--- src/rsc_cfg.svh ---
// Constants of the reset source and start-up controller.
`ifndef RSC_CFG_SVH
`define RSC_CFG_SVH
`define RSC_CLK_HZ 20000000
`define RSC_PWRT_TIME_US 64
`define RSC_PWRT_CYC ((`RSC_PWRT_TIME_US * `RSC_CLK_HZ) / 1000000)
`define RSC_WDT_TIME_MS 16
`define RSC_WDT_CYC ((`RSC_WDT_TIME_MS * `RSC_CLK_HZ) / 1000)
`define RSC_OST_CYC 1024
`define RSC_MASTER_CLEAR_PIN_FILT_CYC 4
`define RSC_RST_PULSE_CYC 4
`define RSC_CNT_W 24
`define RSC_ADDR_PULLUP 8'h00
`define RSC_ADDR_CTRL 8'h04
`define RSC_ADDR_CAUSE 8'h08
`define RSC_ADDR_IRQ_STAT 8'h0c
`define RSC_ADDR_IRQ_MASK 8'h10
`define RSC_PULLUP_RST 6'h3f
`define RSC_CTRL_RST 1'h1
`define RSC_CAUSE_POR 5'h07
`define RSC_CAUSE_TO 0
`define RSC_CAUSE_PD 1
`define RSC_CAUSE_RI 2
`define RSC_CAUSE_OVF 3
`define RSC_CAUSE_UNF 4
`define RSC_IRQ_WDT 0
`define RSC_IRQ_RI 1
`define RSC_IRQ_OVF 2
`define RSC_IRQ_UNF 3
`define RSC_IRQ_MASTER_CLEAR_PIN 4
`define RSC_IRQ_START 5
`define RSC_MASTER_CLEAR_PIN_PIN 3
`define RSC_RESP_OKAY 2'h0
`define RSC_RESP_SLVERR 2'h2
`endif

--- src/rsc_pkg.sv ---
// Types of the reset source and start-up controller.
`include "rsc_cfg.svh"
package rsc_pkg;
  typedef enum logic [3:0] {
    RSC_ST_START = 4'h1,
    RSC_ST_HOLD = 4'h2,
    RSC_ST_RUN = 4'h4,
    RSC_ST_RST = 4'h8
  } rsc_state_t;

  typedef struct packed {
    rsc_state_t state;
    logic pin_s1;
    logic pin_s2;
    logic master_clear_pin_low;
    logic [7:0] filt_cnt;
    logic prog_d;
    logic [`RSC_CNT_W-1:0] pwrt_cnt;
    logic [`RSC_CNT_W-1:0] ost_cnt;
    logic [`RSC_CNT_W-1:0] wdt_cnt;
    logic [3:0] rst_cnt;
    logic [5:0] pullup_reg;
    logic gpd_n;
    logic [4:0] cause;
    logic [5:0] irq_stat;
    logic [5:0] irq_mask;
    logic irq;
    logic core_reset;
    logic run;
    logic [5:0] pullup_out;
    logic gpio_in;
    logic pin_oe;
    logic awready;
    logic wready;
    logic aw_got;
    logic [7:0] aw_addr;
    logic w_got;
    logic [7:0] w_data;
    logic w_strb0;
    logic bvalid;
    logic [1:0] bresp;
    logic arready;
    logic rvalid;
    logic [7:0] rdata;
    logic [1:0] rresp;
  } rsc_regs_t;
endpackage : rsc_pkg

--- src/rsc_reset_ctrl.sv ---
// Reset source, master clear filter, start-up sequencer and pull-up control.
//
// Contract
// - Pin reset enabled by either config bit.
// - Low enabled pin holds device in reset.
// - Enabled pin gets internal weak pull-up.
// - Short low pin pulses are filtered out.
// - Reset never drives the pin low.
// - Disabled pin is input, software pull-up.
// - Watchdog expiry without clear resets device.
// - Watchdog reset updates timeout/powerdown flags.
// - Reset instruction resets, clears its flag.
// - Stack errors reset and set flags.
// - Stack resets only when enabled.
// - Programming exit acts as power-on.
// - Power-up timer delays start when enabled.
// - Start needs timers done, pin released.
// - Timers ignore pin; release starts immediately.
// - Six pull-up bits; upper two read zero.
// - Pull-ups need global disable bit cleared; code keeps pin 3 pull-up on while pin reset is enabled.
// - Output pins never get a pull-up; code still pulls up pin 3 when pin reset is enabled.
//
// Implementation choices: register access over AXI4-Lite and the register addresses.
`timescale 1ns/1ps
`default_nettype none
`include "rsc_cfg.svh"
module rsc_reset_ctrl #(
  parameter int PWRT_CYC = `RSC_PWRT_CYC,
  parameter int WDT_CYC = `RSC_WDT_CYC,
  parameter int OST_CYC = `RSC_OST_CYC
) (
  // Clock and power-on reset.
  input wire logic sys_clk,
  input wire logic rst,
  // Configuration word bits and supply events.
  input wire logic cfg_ext_reset_pin_enable,
  input wire logic cfg_low_voltage_program_enable,
  input wire logic cfg_powerup_timer_enable,
  input wire logic cfg_stack_error_reset_enable,
  input wire logic cfg_osc_startup_required,
  input wire logic brownout_reset,
  input wire logic program_mode_active,
  // Core events.
  input wire logic watchdog_clear_instruction,
  input wire logic reset_instruction,
  input wire logic stack_overflow,
  input wire logic stack_underflow,
  input wire logic [5:0] pin_is_output,
  // Master clear pin.
  input wire logic master_clear_pin_i,
  output logic master_clear_pin_o,
  output logic master_clear_pin_oe,
  output logic master_clear_gpio,
  // Core control and pull-ups.
  output logic core_reset,
  output logic core_run,
  output logic [5:0] pullup_en,
  output logic irq,
  // AXI4-Lite slave.
  input wire logic [7:0] s_axi_awaddr,
  input wire logic s_axi_awvalid,
  output logic s_axi_awready,
  input wire logic [31:0] s_axi_wdata,
  input wire logic [3:0] s_axi_wstrb,
  input wire logic s_axi_wvalid,
  output logic s_axi_wready,
  output logic [1:0] s_axi_bresp,
  output logic s_axi_bvalid,
  input wire logic s_axi_bready,
  input wire logic [7:0] s_axi_araddr,
  input wire logic s_axi_arvalid,
  output logic s_axi_arready,
  output logic [31:0] s_axi_rdata,
  output logic [1:0] s_axi_rresp,
  output logic s_axi_rvalid,
  input wire logic s_axi_rready
);
  localparam int CW = `RSC_CNT_W;

  initial begin
    if (PWRT_CYC < 1 || WDT_CYC < 2 || OST_CYC < 1 || PWRT_CYC >= 2**CW || WDT_CYC >= 2**CW
        || OST_CYC >= 2**CW) begin
      $error("rsc_reset_ctrl: count parameter out of range");
    end
  end

  rsc_pkg::rsc_regs_t s;
  rsc_pkg::rsc_regs_t n;
  logic master_clear_pin_en;
  logic master_clear_pin_hold;
  logic prog_exit;
  logic por_evt;
  logic wdt_expire;
  logic stk_ovf_rst;
  logic stk_unf_rst;
  logic pwrt_done;
  logic ost_done;
  logic sw_wr;
  logic [7:0] rd_val;
  logic [1:0] rd_resp;

  // Counter step kept at the counter width.
  function automatic logic [CW-1:0] inc_cnt(input logic [CW-1:0] c);
    inc_cnt = c + {{(CW-1){1'b0}}, 1'b1};
  endfunction : inc_cnt

  // -------------------------------------------------------------------
  // Next-state logic
  // -------------------------------------------------------------------
  always_comb begin
    n = s;
    master_clear_pin_en = cfg_ext_reset_pin_enable | cfg_low_voltage_program_enable;
    n.pin_s1 = master_clear_pin_i;
    n.pin_s2 = s.pin_s1;
    if (s.pin_s2) begin
      n.filt_cnt = 8'h00;
      n.master_clear_pin_low = 1'b0;
    end else if (s.filt_cnt == 8'(`RSC_MASTER_CLEAR_PIN_FILT_CYC - 1)) begin
      n.master_clear_pin_low = 1'b1;
    end else begin
      n.filt_cnt = s.filt_cnt + 8'h01;
    end
    master_clear_pin_hold = master_clear_pin_en & s.master_clear_pin_low;
    n.prog_d = program_mode_active;
    prog_exit = s.prog_d & ~program_mode_active;
    por_evt = brownout_reset | program_mode_active | prog_exit;
    pwrt_done = ~cfg_powerup_timer_enable || s.pwrt_cnt == CW'(PWRT_CYC);
    ost_done = ~cfg_osc_startup_required || s.ost_cnt == CW'(OST_CYC);
    wdt_expire = s.state == rsc_pkg::RSC_ST_RUN && !watchdog_clear_instruction
                 && s.wdt_cnt == CW'(WDT_CYC - 1);
    stk_ovf_rst = s.state == rsc_pkg::RSC_ST_RUN && stack_overflow && cfg_stack_error_reset_enable;
    stk_unf_rst = s.state == rsc_pkg::RSC_ST_RUN && stack_underflow && cfg_stack_error_reset_enable;

    // Bus write and read decode; software changes go first so hardware sets win.
    sw_wr = s.aw_got && s.w_got && !s.bvalid;
    rd_val = 8'h00;
    rd_resp = `RSC_RESP_OKAY;
    case (s_axi_araddr)
      `RSC_ADDR_PULLUP: rd_val = {2'b00, s.pullup_reg};
      `RSC_ADDR_CTRL: rd_val = {7'h00, s.gpd_n};
      `RSC_ADDR_CAUSE: rd_val = {3'h0, s.cause};
      `RSC_ADDR_IRQ_STAT: rd_val = {2'b00, s.irq_stat};
      `RSC_ADDR_IRQ_MASK: rd_val = {2'b00, s.irq_mask};
      default: rd_resp = `RSC_RESP_SLVERR;
    endcase
    if (s_axi_arvalid && s.arready) begin
      n.rdata = rd_val;
      n.rresp = rd_resp;
      n.rvalid = 1'b1;
      n.arready = 1'b0;
      if (s_axi_araddr == `RSC_ADDR_IRQ_STAT) begin
        n.irq_stat = 6'h00;
      end
    end else if (s.rvalid && s_axi_rready) begin
      n.rvalid = 1'b0;
      n.arready = 1'b1;
    end
    if (s_axi_awvalid && s.awready) begin
      n.aw_got = 1'b1;
      n.aw_addr = s_axi_awaddr;
    end
    // Write data has its own ready, so it may arrive before or after the address.
    if (s_axi_wvalid && s.wready) begin
      n.w_got = 1'b1;
      n.w_data = s_axi_wdata[7:0];
      n.w_strb0 = s_axi_wstrb[0];
    end
    if (s.bvalid && s_axi_bready) begin
      n.bvalid = 1'b0;
    end
    if (sw_wr) begin
      n.aw_got = 1'b0;
      n.w_got = 1'b0;
      n.bvalid = 1'b1;
      n.bresp = `RSC_RESP_OKAY;
      case (s.aw_addr)
        `RSC_ADDR_PULLUP: if (s.w_strb0) n.pullup_reg = s.w_data[5:0];
        `RSC_ADDR_CTRL: if (s.w_strb0) n.gpd_n = s.w_data[0];
        `RSC_ADDR_CAUSE: if (s.w_strb0) n.cause = s.w_data[4:0];
        `RSC_ADDR_IRQ_STAT: n.bresp = `RSC_RESP_OKAY;
        `RSC_ADDR_IRQ_MASK: if (s.w_strb0) n.irq_mask = s.w_data[5:0];
        default: n.bresp = `RSC_RESP_SLVERR;
      endcase
    end

    // -------------------------------------------------------------------
    // Reset sequencer
    // -------------------------------------------------------------------
    case (s.state)
      rsc_pkg::RSC_ST_START: begin
        if (!pwrt_done) n.pwrt_cnt = inc_cnt(s.pwrt_cnt);
        if (!ost_done) n.ost_cnt = inc_cnt(s.ost_cnt);
        if (pwrt_done && ost_done) n.state = rsc_pkg::RSC_ST_HOLD;
      end
      rsc_pkg::RSC_ST_HOLD: begin
        if (!master_clear_pin_hold) begin
          n.state = rsc_pkg::RSC_ST_RUN;
          n.wdt_cnt = '0;
          n.irq_stat[`RSC_IRQ_START] = 1'b1;
        end
      end
      rsc_pkg::RSC_ST_RUN: begin
        n.wdt_cnt = watchdog_clear_instruction ? '0 : inc_cnt(s.wdt_cnt);
        if (master_clear_pin_hold) begin
          n.state = rsc_pkg::RSC_ST_RST;
          n.irq_stat[`RSC_IRQ_MASTER_CLEAR_PIN] = 1'b1;
        end
        if (wdt_expire) begin
          n.state = rsc_pkg::RSC_ST_RST;
          n.cause[`RSC_CAUSE_TO] = 1'b0;
          n.cause[`RSC_CAUSE_PD] = 1'b1;
          n.irq_stat[`RSC_IRQ_WDT] = 1'b1;
        end
        if (reset_instruction) begin
          n.state = rsc_pkg::RSC_ST_RST;
          n.cause[`RSC_CAUSE_RI] = 1'b0;
          n.irq_stat[`RSC_IRQ_RI] = 1'b1;
        end
        if (stk_ovf_rst) begin
          n.state = rsc_pkg::RSC_ST_RST;
          n.cause[`RSC_CAUSE_OVF] = 1'b1;
          n.irq_stat[`RSC_IRQ_OVF] = 1'b1;
        end
        if (stk_unf_rst) begin
          n.state = rsc_pkg::RSC_ST_RST;
          n.cause[`RSC_CAUSE_UNF] = 1'b1;
          n.irq_stat[`RSC_IRQ_UNF] = 1'b1;
        end
        n.rst_cnt = 4'h0;
      end
      rsc_pkg::RSC_ST_RST: begin
        n.rst_cnt = s.rst_cnt + 4'h1;
        if (s.rst_cnt == 4'(`RSC_RST_PULSE_CYC - 1)) n.state = rsc_pkg::RSC_ST_HOLD;
      end
      default: n.state = rsc_pkg::RSC_ST_START;
    endcase
    if (por_evt) begin
      n.state = rsc_pkg::RSC_ST_START;
      n.pwrt_cnt = '0;
      n.ost_cnt = '0;
      n.wdt_cnt = '0;
      n.cause = `RSC_CAUSE_POR;
    end
    n.core_reset = n.state != rsc_pkg::RSC_ST_RUN;
    n.run = n.state == rsc_pkg::RSC_ST_RUN;
    n.irq = |(n.irq_stat & n.irq_mask);

    // -------------------------------------------------------------------
    // Pull-ups and pin
    // -------------------------------------------------------------------
    // global disable, outputs off
    n.pullup_out = s.gpd_n ? 6'h00 : (s.pullup_reg & ~pin_is_output);
    if (master_clear_pin_en) n.pullup_out[`RSC_MASTER_CLEAR_PIN_PIN] = 1'b1;
    n.gpio_in = master_clear_pin_en ? 1'b1 : s.pin_s2;
    n.pin_oe = 1'b0;
    n.awready = !n.aw_got && !n.bvalid;
    n.wready = !n.w_got && !n.bvalid;
  end

  always_ff @(posedge sys_clk) begin
    if (rst) begin
      s <= '0;
      s.state <= rsc_pkg::RSC_ST_START;
      s.pin_s1 <= 1'b1;
      s.pin_s2 <= 1'b1;
      s.pullup_reg <= `RSC_PULLUP_RST;
      s.gpd_n <= `RSC_CTRL_RST;
      s.cause <= `RSC_CAUSE_POR;
      s.core_reset <= 1'b1;
      s.gpio_in <= 1'b1;
      s.awready <= 1'b1;
      s.wready <= 1'b1;
      s.arready <= 1'b1;
    end else begin
      s <= n;
    end
  end

  assign master_clear_pin_o = s.pin_oe;
  assign master_clear_pin_oe = s.pin_oe;
  assign master_clear_gpio = s.gpio_in;
  assign core_reset = s.core_reset;
  assign core_run = s.run;
  assign pullup_en = s.pullup_out;
  assign irq = s.irq;
  assign s_axi_awready = s.awready;
  assign s_axi_wready = s.wready;
  assign s_axi_bresp = s.bresp;
  assign s_axi_bvalid = s.bvalid;
  assign s_axi_arready = s.arready;
  assign s_axi_rdata = {24'h000000, s.rdata};
  assign s_axi_rresp = s.rresp;
  assign s_axi_rvalid = s.rvalid;

  // -------------------------------------------------------------------
  // Assertions
  // -------------------------------------------------------------------
  a_master_clear_pin_holds_reset: assert property (@(posedge sys_clk) disable iff (rst)
    s.state == rsc_pkg::RSC_ST_RUN && master_clear_pin_hold |=> core_reset ##1 core_reset)
    else $error("held pin did not reset the core");
  a_pin_never_driven: assert property (@(posedge sys_clk) disable iff (rst)
    !master_clear_pin_oe && !master_clear_pin_o)
    else $error("master clear pin driven");
  a_master_clear_pin_pullup_on: assert property (@(posedge sys_clk) disable iff (rst)
    master_clear_pin_en |=> pullup_en[`RSC_MASTER_CLEAR_PIN_PIN])
    else $error("enabled pin lacks pull-up");
  a_filter_min_low: assert property (@(posedge sys_clk) disable iff (rst)
    $rose(s.master_clear_pin_low) |-> !$past(s.pin_s2, 1) && !$past(s.pin_s2, `RSC_MASTER_CLEAR_PIN_FILT_CYC))
    else $error("short pulse passed the filter");
  a_wdt_reset_flags: assert property (@(posedge sys_clk) disable iff (rst)
    wdt_expire && !por_evt |=> s.state == rsc_pkg::RSC_ST_RST && !s.cause[`RSC_CAUSE_TO]
      && s.cause[`RSC_CAUSE_PD] ##1 core_reset)
    else $error("watchdog reset missing");
  a_reset_instr_flag: assert property (@(posedge sys_clk) disable iff (rst)
    s.state == rsc_pkg::RSC_ST_RUN && reset_instruction && !por_evt |=> !s.cause[`RSC_CAUSE_RI] && core_reset)
    else $error("reset instruction not handled");
  a_stack_gated: assert property (@(posedge sys_clk) disable iff (rst)
    s.state == rsc_pkg::RSC_ST_RUN && !cfg_stack_error_reset_enable && !master_clear_pin_hold && !por_evt
      && !wdt_expire && !reset_instruction |=> core_run)
    else $error("stack error reset while disabled");
  a_prog_exit_por: assert property (@(posedge sys_clk) disable iff (rst)
    prog_exit |=> s.state == rsc_pkg::RSC_ST_START && s.cause == `RSC_CAUSE_POR)
    else $error("programming exit not a power-on");
  a_pwrt_delay: assert property (@(posedge sys_clk) disable iff (rst)
    s.state == rsc_pkg::RSC_ST_START && cfg_powerup_timer_enable && s.pwrt_cnt != CW'(PWRT_CYC)
      |=> !core_run)
    else $error("started before power-up timer");
  a_release_starts: assert property (@(posedge sys_clk) disable iff (rst)
    s.state == rsc_pkg::RSC_ST_HOLD && !master_clear_pin_hold && !por_evt |=> core_run)
    else $error("release did not start at once");
  a_output_no_pullup: assert property (@(posedge sys_clk) disable iff (rst)
    pin_is_output[0] |=> !pullup_en[0])
    else $error("pull-up on output pin");
  a_pin_off_no_reset: assert property (@(posedge sys_clk) disable iff (rst)
    s.state == rsc_pkg::RSC_ST_RUN && !master_clear_pin_en && !por_evt && !wdt_expire && !reset_instruction
      && !stk_ovf_rst && !stk_unf_rst |=> core_run)
    else $error("disabled pin reset the core");
  a_gpio_follows_pin: assert property (@(posedge sys_clk) disable iff (rst)
    !master_clear_pin_en |=> master_clear_gpio == $past(s.pin_s2))
    else $error("disabled pin input not passed on");
  a_start_after_hold: assert property (@(posedge sys_clk) disable iff (rst)
    $rose(core_run) |-> $past(s.state == rsc_pkg::RSC_ST_HOLD && !master_clear_pin_hold))
    else $error("start without timers done and pin released");
  a_clear_keeps_run: assert property (@(posedge sys_clk) disable iff (rst)
    s.state == rsc_pkg::RSC_ST_RUN && watchdog_clear_instruction && !por_evt && !master_clear_pin_hold
      && !reset_instruction && !stk_ovf_rst && !stk_unf_rst |=> core_run)
    else $error("watchdog clear did not keep the core running");
  a_global_pullup_off: assert property (@(posedge sys_clk) disable iff (rst)
    s.gpd_n |=> pullup_en[5:4] == 2'b00 && pullup_en[2:0] == 3'b000)
    else $error("pull-up on while globally disabled");
  a_pullup_follows_reg: assert property (@(posedge sys_clk) disable iff (rst)
    !s.gpd_n && !master_clear_pin_en |=> pullup_en == $past(s.pullup_reg & ~pin_is_output))
    else $error("pull-up does not follow its enable bit");
  a_overflow_flag: assert property (@(posedge sys_clk) disable iff (rst)
    stk_ovf_rst && !por_evt |=> s.cause[`RSC_CAUSE_OVF] && core_reset)
    else $error("stack overflow reset missing");
  a_underflow_flag: assert property (@(posedge sys_clk) disable iff (rst)
    stk_unf_rst && !por_evt |=> s.cause[`RSC_CAUSE_UNF] && core_reset)
    else $error("stack underflow reset missing");
  a_pin_two_stage: assert property (@(posedge sys_clk) disable iff (rst)
    !$past(rst, 1) && !$past(rst, 2) |-> s.pin_s2 == $past(master_clear_pin_i, 2))
    else $error("pin not passed through two stages");
endmodule : rsc_reset_ctrl
`default_nettype wire

--- config.mk ---
export PLATFORM = sky130hd
export DESIGN_NAME = rsc_reset_ctrl
export DESIGN_NICKNAME = d
export VERILOG_FILES = /design/src/rsc_pkg.sv /design/src/rsc_reset_ctrl.sv
export VERILOG_INCLUDE_DIRS = /design/src
export SDC_FILE = /design/constraint.sdc
export NUM_CORES = 1
export LEC_CHECK = 0
export ABC_AREA = 1
export BUFFER_PORTS_ARGS = -buffer_cell sky130_fd_sc_hd__buf_2
export CAP_MARGIN = 5
export CORE_UTILIZATION = 35
export DETAILED_ROUTE_END_ITERATION = 16
export GPL_ROUTABILITY_DRIVEN = 0
export PLACE_DENSITY = 0.51
export SYNTH_ARGS = -nofsm -noshare
export SYNTH_HDL_FRONTEND = slang
export SYNTH_SLANG_ARGS = --single-unit
--- constraint.sdc ---
create_clock -name sys_clk -period 2 [get_ports sys_clk]
set_input_delay 0.6 -clock sys_clk [delete_from_list [all_inputs] [get_ports sys_clk]]
set_output_delay 0.6 -clock sys_clk [all_outputs]
set_load 0.01 [all_outputs]
## Word level (Yosys, flattened, before mapping)

Index checks and enable logic that the tools add are counted.

- Multiplexer cells: 48
- $add $sub $neg: 5
- Bitwise operators: 13
- Equality and inequality tests: 20
- Reduce and logical (&&, ||, !) cells: 40

Operators with widths:

| kind | count |
|---|---|
| $add A24 B1 Y24 const B | 3 |
| $eq A24 B11 Y1 const B | 2 |
| $mux W24 | 2 |
| $pmux W24 S2 | 1 |
| $mux W4 | 10 |
| $eq A8 B4 Y1 const B | 4 |
| $mux W6 | 5 |
| $pmux W6 S5 | 1 |
| $mux W5 | 5 |
| $eq A24 B19 Y1 const B | 1 |
| $eq A8 B3 Y1 const B | 2 |
| $eq A8 B5 Y1 const B | 2 |
| $logic_and A1 B1 Y1 | 16 |
| $logic_not A8 Y1 | 2 |
| $pmux W4 S4 | 1 |
| $mux W1 | 14 |
| $and A6 B6 Y6 | 2 |
| $mux W10 | 1 |
| $mux W2 | 5 |
| $reduce_or A5 Y1 | 2 |
| $mux W9 | 1 |
| $add A8 B1 Y8 const B | 1 |
| $eq A4 B2 Y1 const B | 2 |
| $eq A4 B3 Y1 const B | 2 |
| 19 further kinds | 39 |

- Output and inout bits: 53
- Input port bits: 77
- Word-level logic and storage cells: 161
- Register bits: 163

## Logic depth before layout (Yosys ltp)

- Depth in word-level cells: 10
- Mapped depth: 11
- Depth with buffers taken out: 11

## Worst setup path after synthesis

No wires, ideal clock.

- Path type: input to register
- From: input cfg_low_voltage_program_enable
- To: register s[90] (netlist name)
- Setup time: 0.137 ns
- Path buffers: 1
- Arrival: 1.582 ns
- Stages: 11
- Required time: 1.863 ns
- Setup slack: 0.281 ns
- Path through: nor2_1 > nor2_2 > inv_1 > nand2_1 > nand2_2 > inv_2 > buf_4 > a21oi_1 > nand2_1 > nand2_1 > a21oi_1

- Longest elaborated chain between the ends: 4

RTL lines:

| item | RTL line | source |
|---|---|---|
| start, declared | rsc_reset_ctrl.sv:37 | `input wire logic cfg_low_voltage_program_enable,` |
| $or A1 B1 Y1 | rsc_reset_ctrl.sv:112 | `master_clear_pin_en = cfg_ext_reset_pin_enable \| cfg_low_voltage_program_enable;` |
| $and A1 B1 Y1 | rsc_reset_ctrl.sv:123 | `master_clear_pin_hold = master_clear_pin_en & s.master_clear_pin_low;` |
| $ne A2 B2 Y1 (no line) | n/a |  |
| $reduce_and A2 Y1 (no line) | n/a |  |
| end signal, assigned | rsc_reset_ctrl.sv:275 | `s <= n;` |
| end, declared | rsc_reset_ctrl.sv:87 | `rsc_pkg::rsc_regs_t s;` |

Every way passes these cells.
A chain may end at the register's enable or synchronous reset.

## Final worst setup path

- From: register s[100] (netlist name)
- To: register s[115] (netlist name)

- Longest elaborated chain between the ends: 4
- Elaborated cells on any way between the ends: 5
- Classes of those cells: add/sub (1); eq/ne (1); bitwise (1); reduce/logical (2)

RTL lines:

| item |
|---|
| parallel branches: the longest is 4 deep, another holds $add A24 B1 Y24 |

Parallel ways; which one is timed is not known.

==> results.toml <==
[setup_path]
crit_arrival_ns = 2.06
crit_chain = "inv_1 > ha_1 > nand3_1 > nor2_1 > nand3_1 > nand3_2 > clkinvlp_4 > o21ai_0 > a21oi_1"
startpoint = "s[100]$_SDFFE_PP0P_"
crit_fanout = 10
cp-start-kind = "flop"
path_class = "flop to flop"
endpoint_kind = "flop"
r2r_end = "s[115]$_SDFFE_PP0P_"
r2r_start = "s[100]$_SDFFE_PP0P_"
crit_required_ns = 2.29
worst_path_most_repeated_cell = "nand3_1"
crit_slowest_cell = "dfxtp_1"
reg2reg_depth = 9
cpPeakStageDelay_ns = 0.31
r2r_slack_ns = 0.22

[grt]
grt_max_degree = 51
grt_pass1_vias = 7024
grt_pass1_wl_um = 33900
grt.total_usage_pct = 17.3
overflow = 0
antenna_found_initial = 0

[floorplan]
core-area_um2 = 23500
dieArea_um2 = 24500
initial_core_util_pct = 35.7
die_w_um = 157
pin_count = 130
die_height_um = 157
rows = 56

[synthesis]
synthArstFlopShare_pct = 0
ys.flop_type = "dfxtp_1"
seq_area_frac_synth_pct = 37.3
syn_area_per_cell_um2 = 6.84
synth_top_cell_by_area = "dfxtp_1"
ys_warn_count = 0
synth_edf_count = 0
ys_top_cells_by_area = "dfxtp_1, nand2_1, a21oi_1, nor2_1, inv_1"
synth_top_area_share_pct = 37.3
synth.cell_area_um2 = 8370
synth_seq_cells = 156
synthCells = 1224
synth.distinct_cells = 48

[placed_design]
preCtsSetupSlack_ns = 0.0612
dp_hpwl_um = 15300
port_buffers = 70
postPlaceCellArea_um2 = 9030

[timing]
hold_viol = 0
clock.fmax_mhz = 563
setup_viol = 0
fin_crit_sh_pct = 88.8
maxSlewHeadroom_pct = 57.5
whs_ns = 0.322
rsz0062_at_grt = "false"
fin_skew_ns = 0.0102
min_period_ns = 1.78
drv_slew = 0
worst_slew_pin_slew_ns = 0.638
final.setup.worst_slack_ns = 0.224
tns_ns = 0

[route]
drt-initial-drc-count = 419
ant_nets = 0
totalWireLength_um = 20400
dr.pass1.iters = 4
routedWlPerCell_um = 12.4
vias = 7559
vias_per_cell = 4.62
drcViolationCount = 0

[clock_tree]
cts_tree = "built"
htreeDepth = 4
root_buffer = "clkbuf_16"
clk_pin_slew_ns = 0.07
ctsHoldBuffers = 0
cts_sinks = 156
insertion_delay_ns = 0.43
clockBufferDepth = 2
cts_buffers = 17

[pwr]
power_frac_comb_pct = 6.0
vdd_drop_max_mv = 0.453
internal_power_mw = 5.12
powerDensity_nw_per_um2 = 721
p_sw_share_pct = 26.7
finalPower_mw = 6.98
clkPwrFrac_pct = 48.3
leakage_nw = 3.95
p_seq_share_pct = 45.7
switchingPower_mw = 1.86

[job]
cap_violations = 0

[run_status]
outcome = "finished clean"

[finish]
multi_input_area_um2 = 4380
fill_cells = 2523
drive_above_1_share_pct = 15.8
design_area_um2 = 9670
final_nets = 1388
seq_area_um2 = 3120
diodes = 0
area_growth_syn_to_layout_pct = 15.5

[worst_hold_path]
hp-start = "pin_is_output[1]"
worstHoldPathCells = 2
hp-class = "primary input to flop"
whs_endpoint = "pullup_en[1]$_SDFF_PP0_"
## timing repair
action,4_1_cts,5_1_grt
endpoints found under the setup margin,0,15
setup buffers,0,0
resized for setup,0,5
## power groups by stage
stage	registers [mW]	logic, mW	clock network (mW)
after floorplan	3.26	0.301	0
final	3.19	0.416	3.37
after global placement	3.26	0.412	0
after detailed placement	3.26	0.414	0
after CTS	3.19	0.414	3.47
after global routing	3.20	0.470	3.59
## placed cells by master (no fill, tap or decap), types with 7 or more instances in the layout
cell type  count
inv_8          8
buf_4         34
nor2_1       126
o211ai_1       8
a21oi_1      101
nand2_1      334
nand3_1       56
inv_2          8
nor2_2         7
ha_1           7
nand2_2       15
nor3b_1        9
xor2_1        29
buf_2         70
nor3_2         7
conb_1        30
clkbuf_16     17
o21ai_0       48
nand4_1       25
nor3_1        28
inv_1        119
dfxtp_1      156
a21oi_2       10
## cell usage after synthesis, types with 4 or more instances
| cell type | number |
|---|---|
| inv_1 | 120 |
| nand3_2 | 4 |
| dfxtp_1 | 156 |
| o21ai_1 | 6 |
| nand2_2 | 14 |
| xnor2_1 | 6 |
| nor2_1 | 126 |
| nor3_1 | 28 |
| buf_6 | 5 |
| nor3b_1 | 9 |
| o211ai_1 | 8 |
| xor2_1 | 29 |
| nand3_1 | 57 |
| a21oi_2 | 10 |
| nor2_4 | 4 |
| o21ai_0 | 48 |
| a21oi_1 | 101 |
| or2_1 | 4 |
| nor2_2 | 7 |
| buf_2 | 10 |
| ha_1 | 7 |
| inv_2 | 8 |
| nor3_2 | 7 |
| or2_2 | 5 |
| clkbuf_1 | 13 |
| nand4_1 | 25 |
| nand2_1 | 335 |
| buf_4 | 46 |
## per-stage QoR
step | cells | util [%]
2_1_floorplan | 1253 | -
3_3_place_gp | 1603 | 38.5
3_5_place_dp | 1603 | 38.5
4_1_cts | 1635 | 41.1
5_1_grt | 1636 | 41.2
6_report | 1636 | 41.2
## critical path, delay by kind of cell, from the launching register on
kind	cells	cell delay, ns
and+or+nand+nor	4	0.50
buffers and inverters	2	0.43
DFF	1	0.31
AOI/OAI and AO/OA	2	0.22
adders and majority gates	1	0.18
## final cells by class
cell class | instances | share of cell area, %
Clock inverter | 15 | 2.01
Multi-Input combinational cell | 893 | 45.3
Inverter | 128 | 5.01
Timing Repair inverter | 1 | 0.0776
Tap cell | 319 | 4.13
Clock buffer | 17 | 4.40
Sequential cell | 156 | 32.3
Timing Repair Buffer | 107 | 6.83
## worst max-delay path by stage
stage | end | slack (ns) | cells after the start
floorplan | s[90]$_SDFFE_PP0P_ | 0.28 | 11
global placement | irq$_SDFF_PP0_ | 0.06 | 11
detailed placement | irq$_SDFF_PP0_ | 0.06 | 11
CTS | s[115]$_SDFFE_PP0P_ | 0.06 | 9
global route | s[104]$_SDFFE_PP0P_ | 0.02 | 10
finish | s[115]$_SDFFE_PP0P_ | 0.22 | 9
## sequential cells by signal, indices dropped and copies added, names as in the netlist
name,cells
core_reset,1
pullup_en,6
s_axi_awready,1
s_axi_rresp,1
s_axi_rdata,6
s_axi_arready,1
s_axi_wready,1
n,1
core_run,1
master_clear_gpio,1
s_axi_rvalid,1
s_axi_bresp,1
s_axi_bvalid,1
s,132
irq,1
## routing by layer
| layer | routed length, µm | track usage [%] |
|---|---|---|
| met3 | 549 | 2.91 |
| met5 | 0 | 0 |
| met2 | 9580 | 29.1 |
| met4 | 229 | 5.09 |
| met1 | 10000 | 22.7 |
## kinds of logic after synthesis
| logic type | after synthesis | synth area share (%) |
|---|---|---|
| other | 1 | 0.0448 |
| xor gates and xnor gates | 35 | 3.66 |
| buffers and inverters | 204 | 11.8 |
| AOI/OAI and AO/OA | 187 | 12.4 |
| adders and majority gates | 7 | 1.05 |
| and+or+nand+nor | 634 | 33.7 |
| DFF | 156 | 37.3 |
Power figures use the tool's default switching activity.
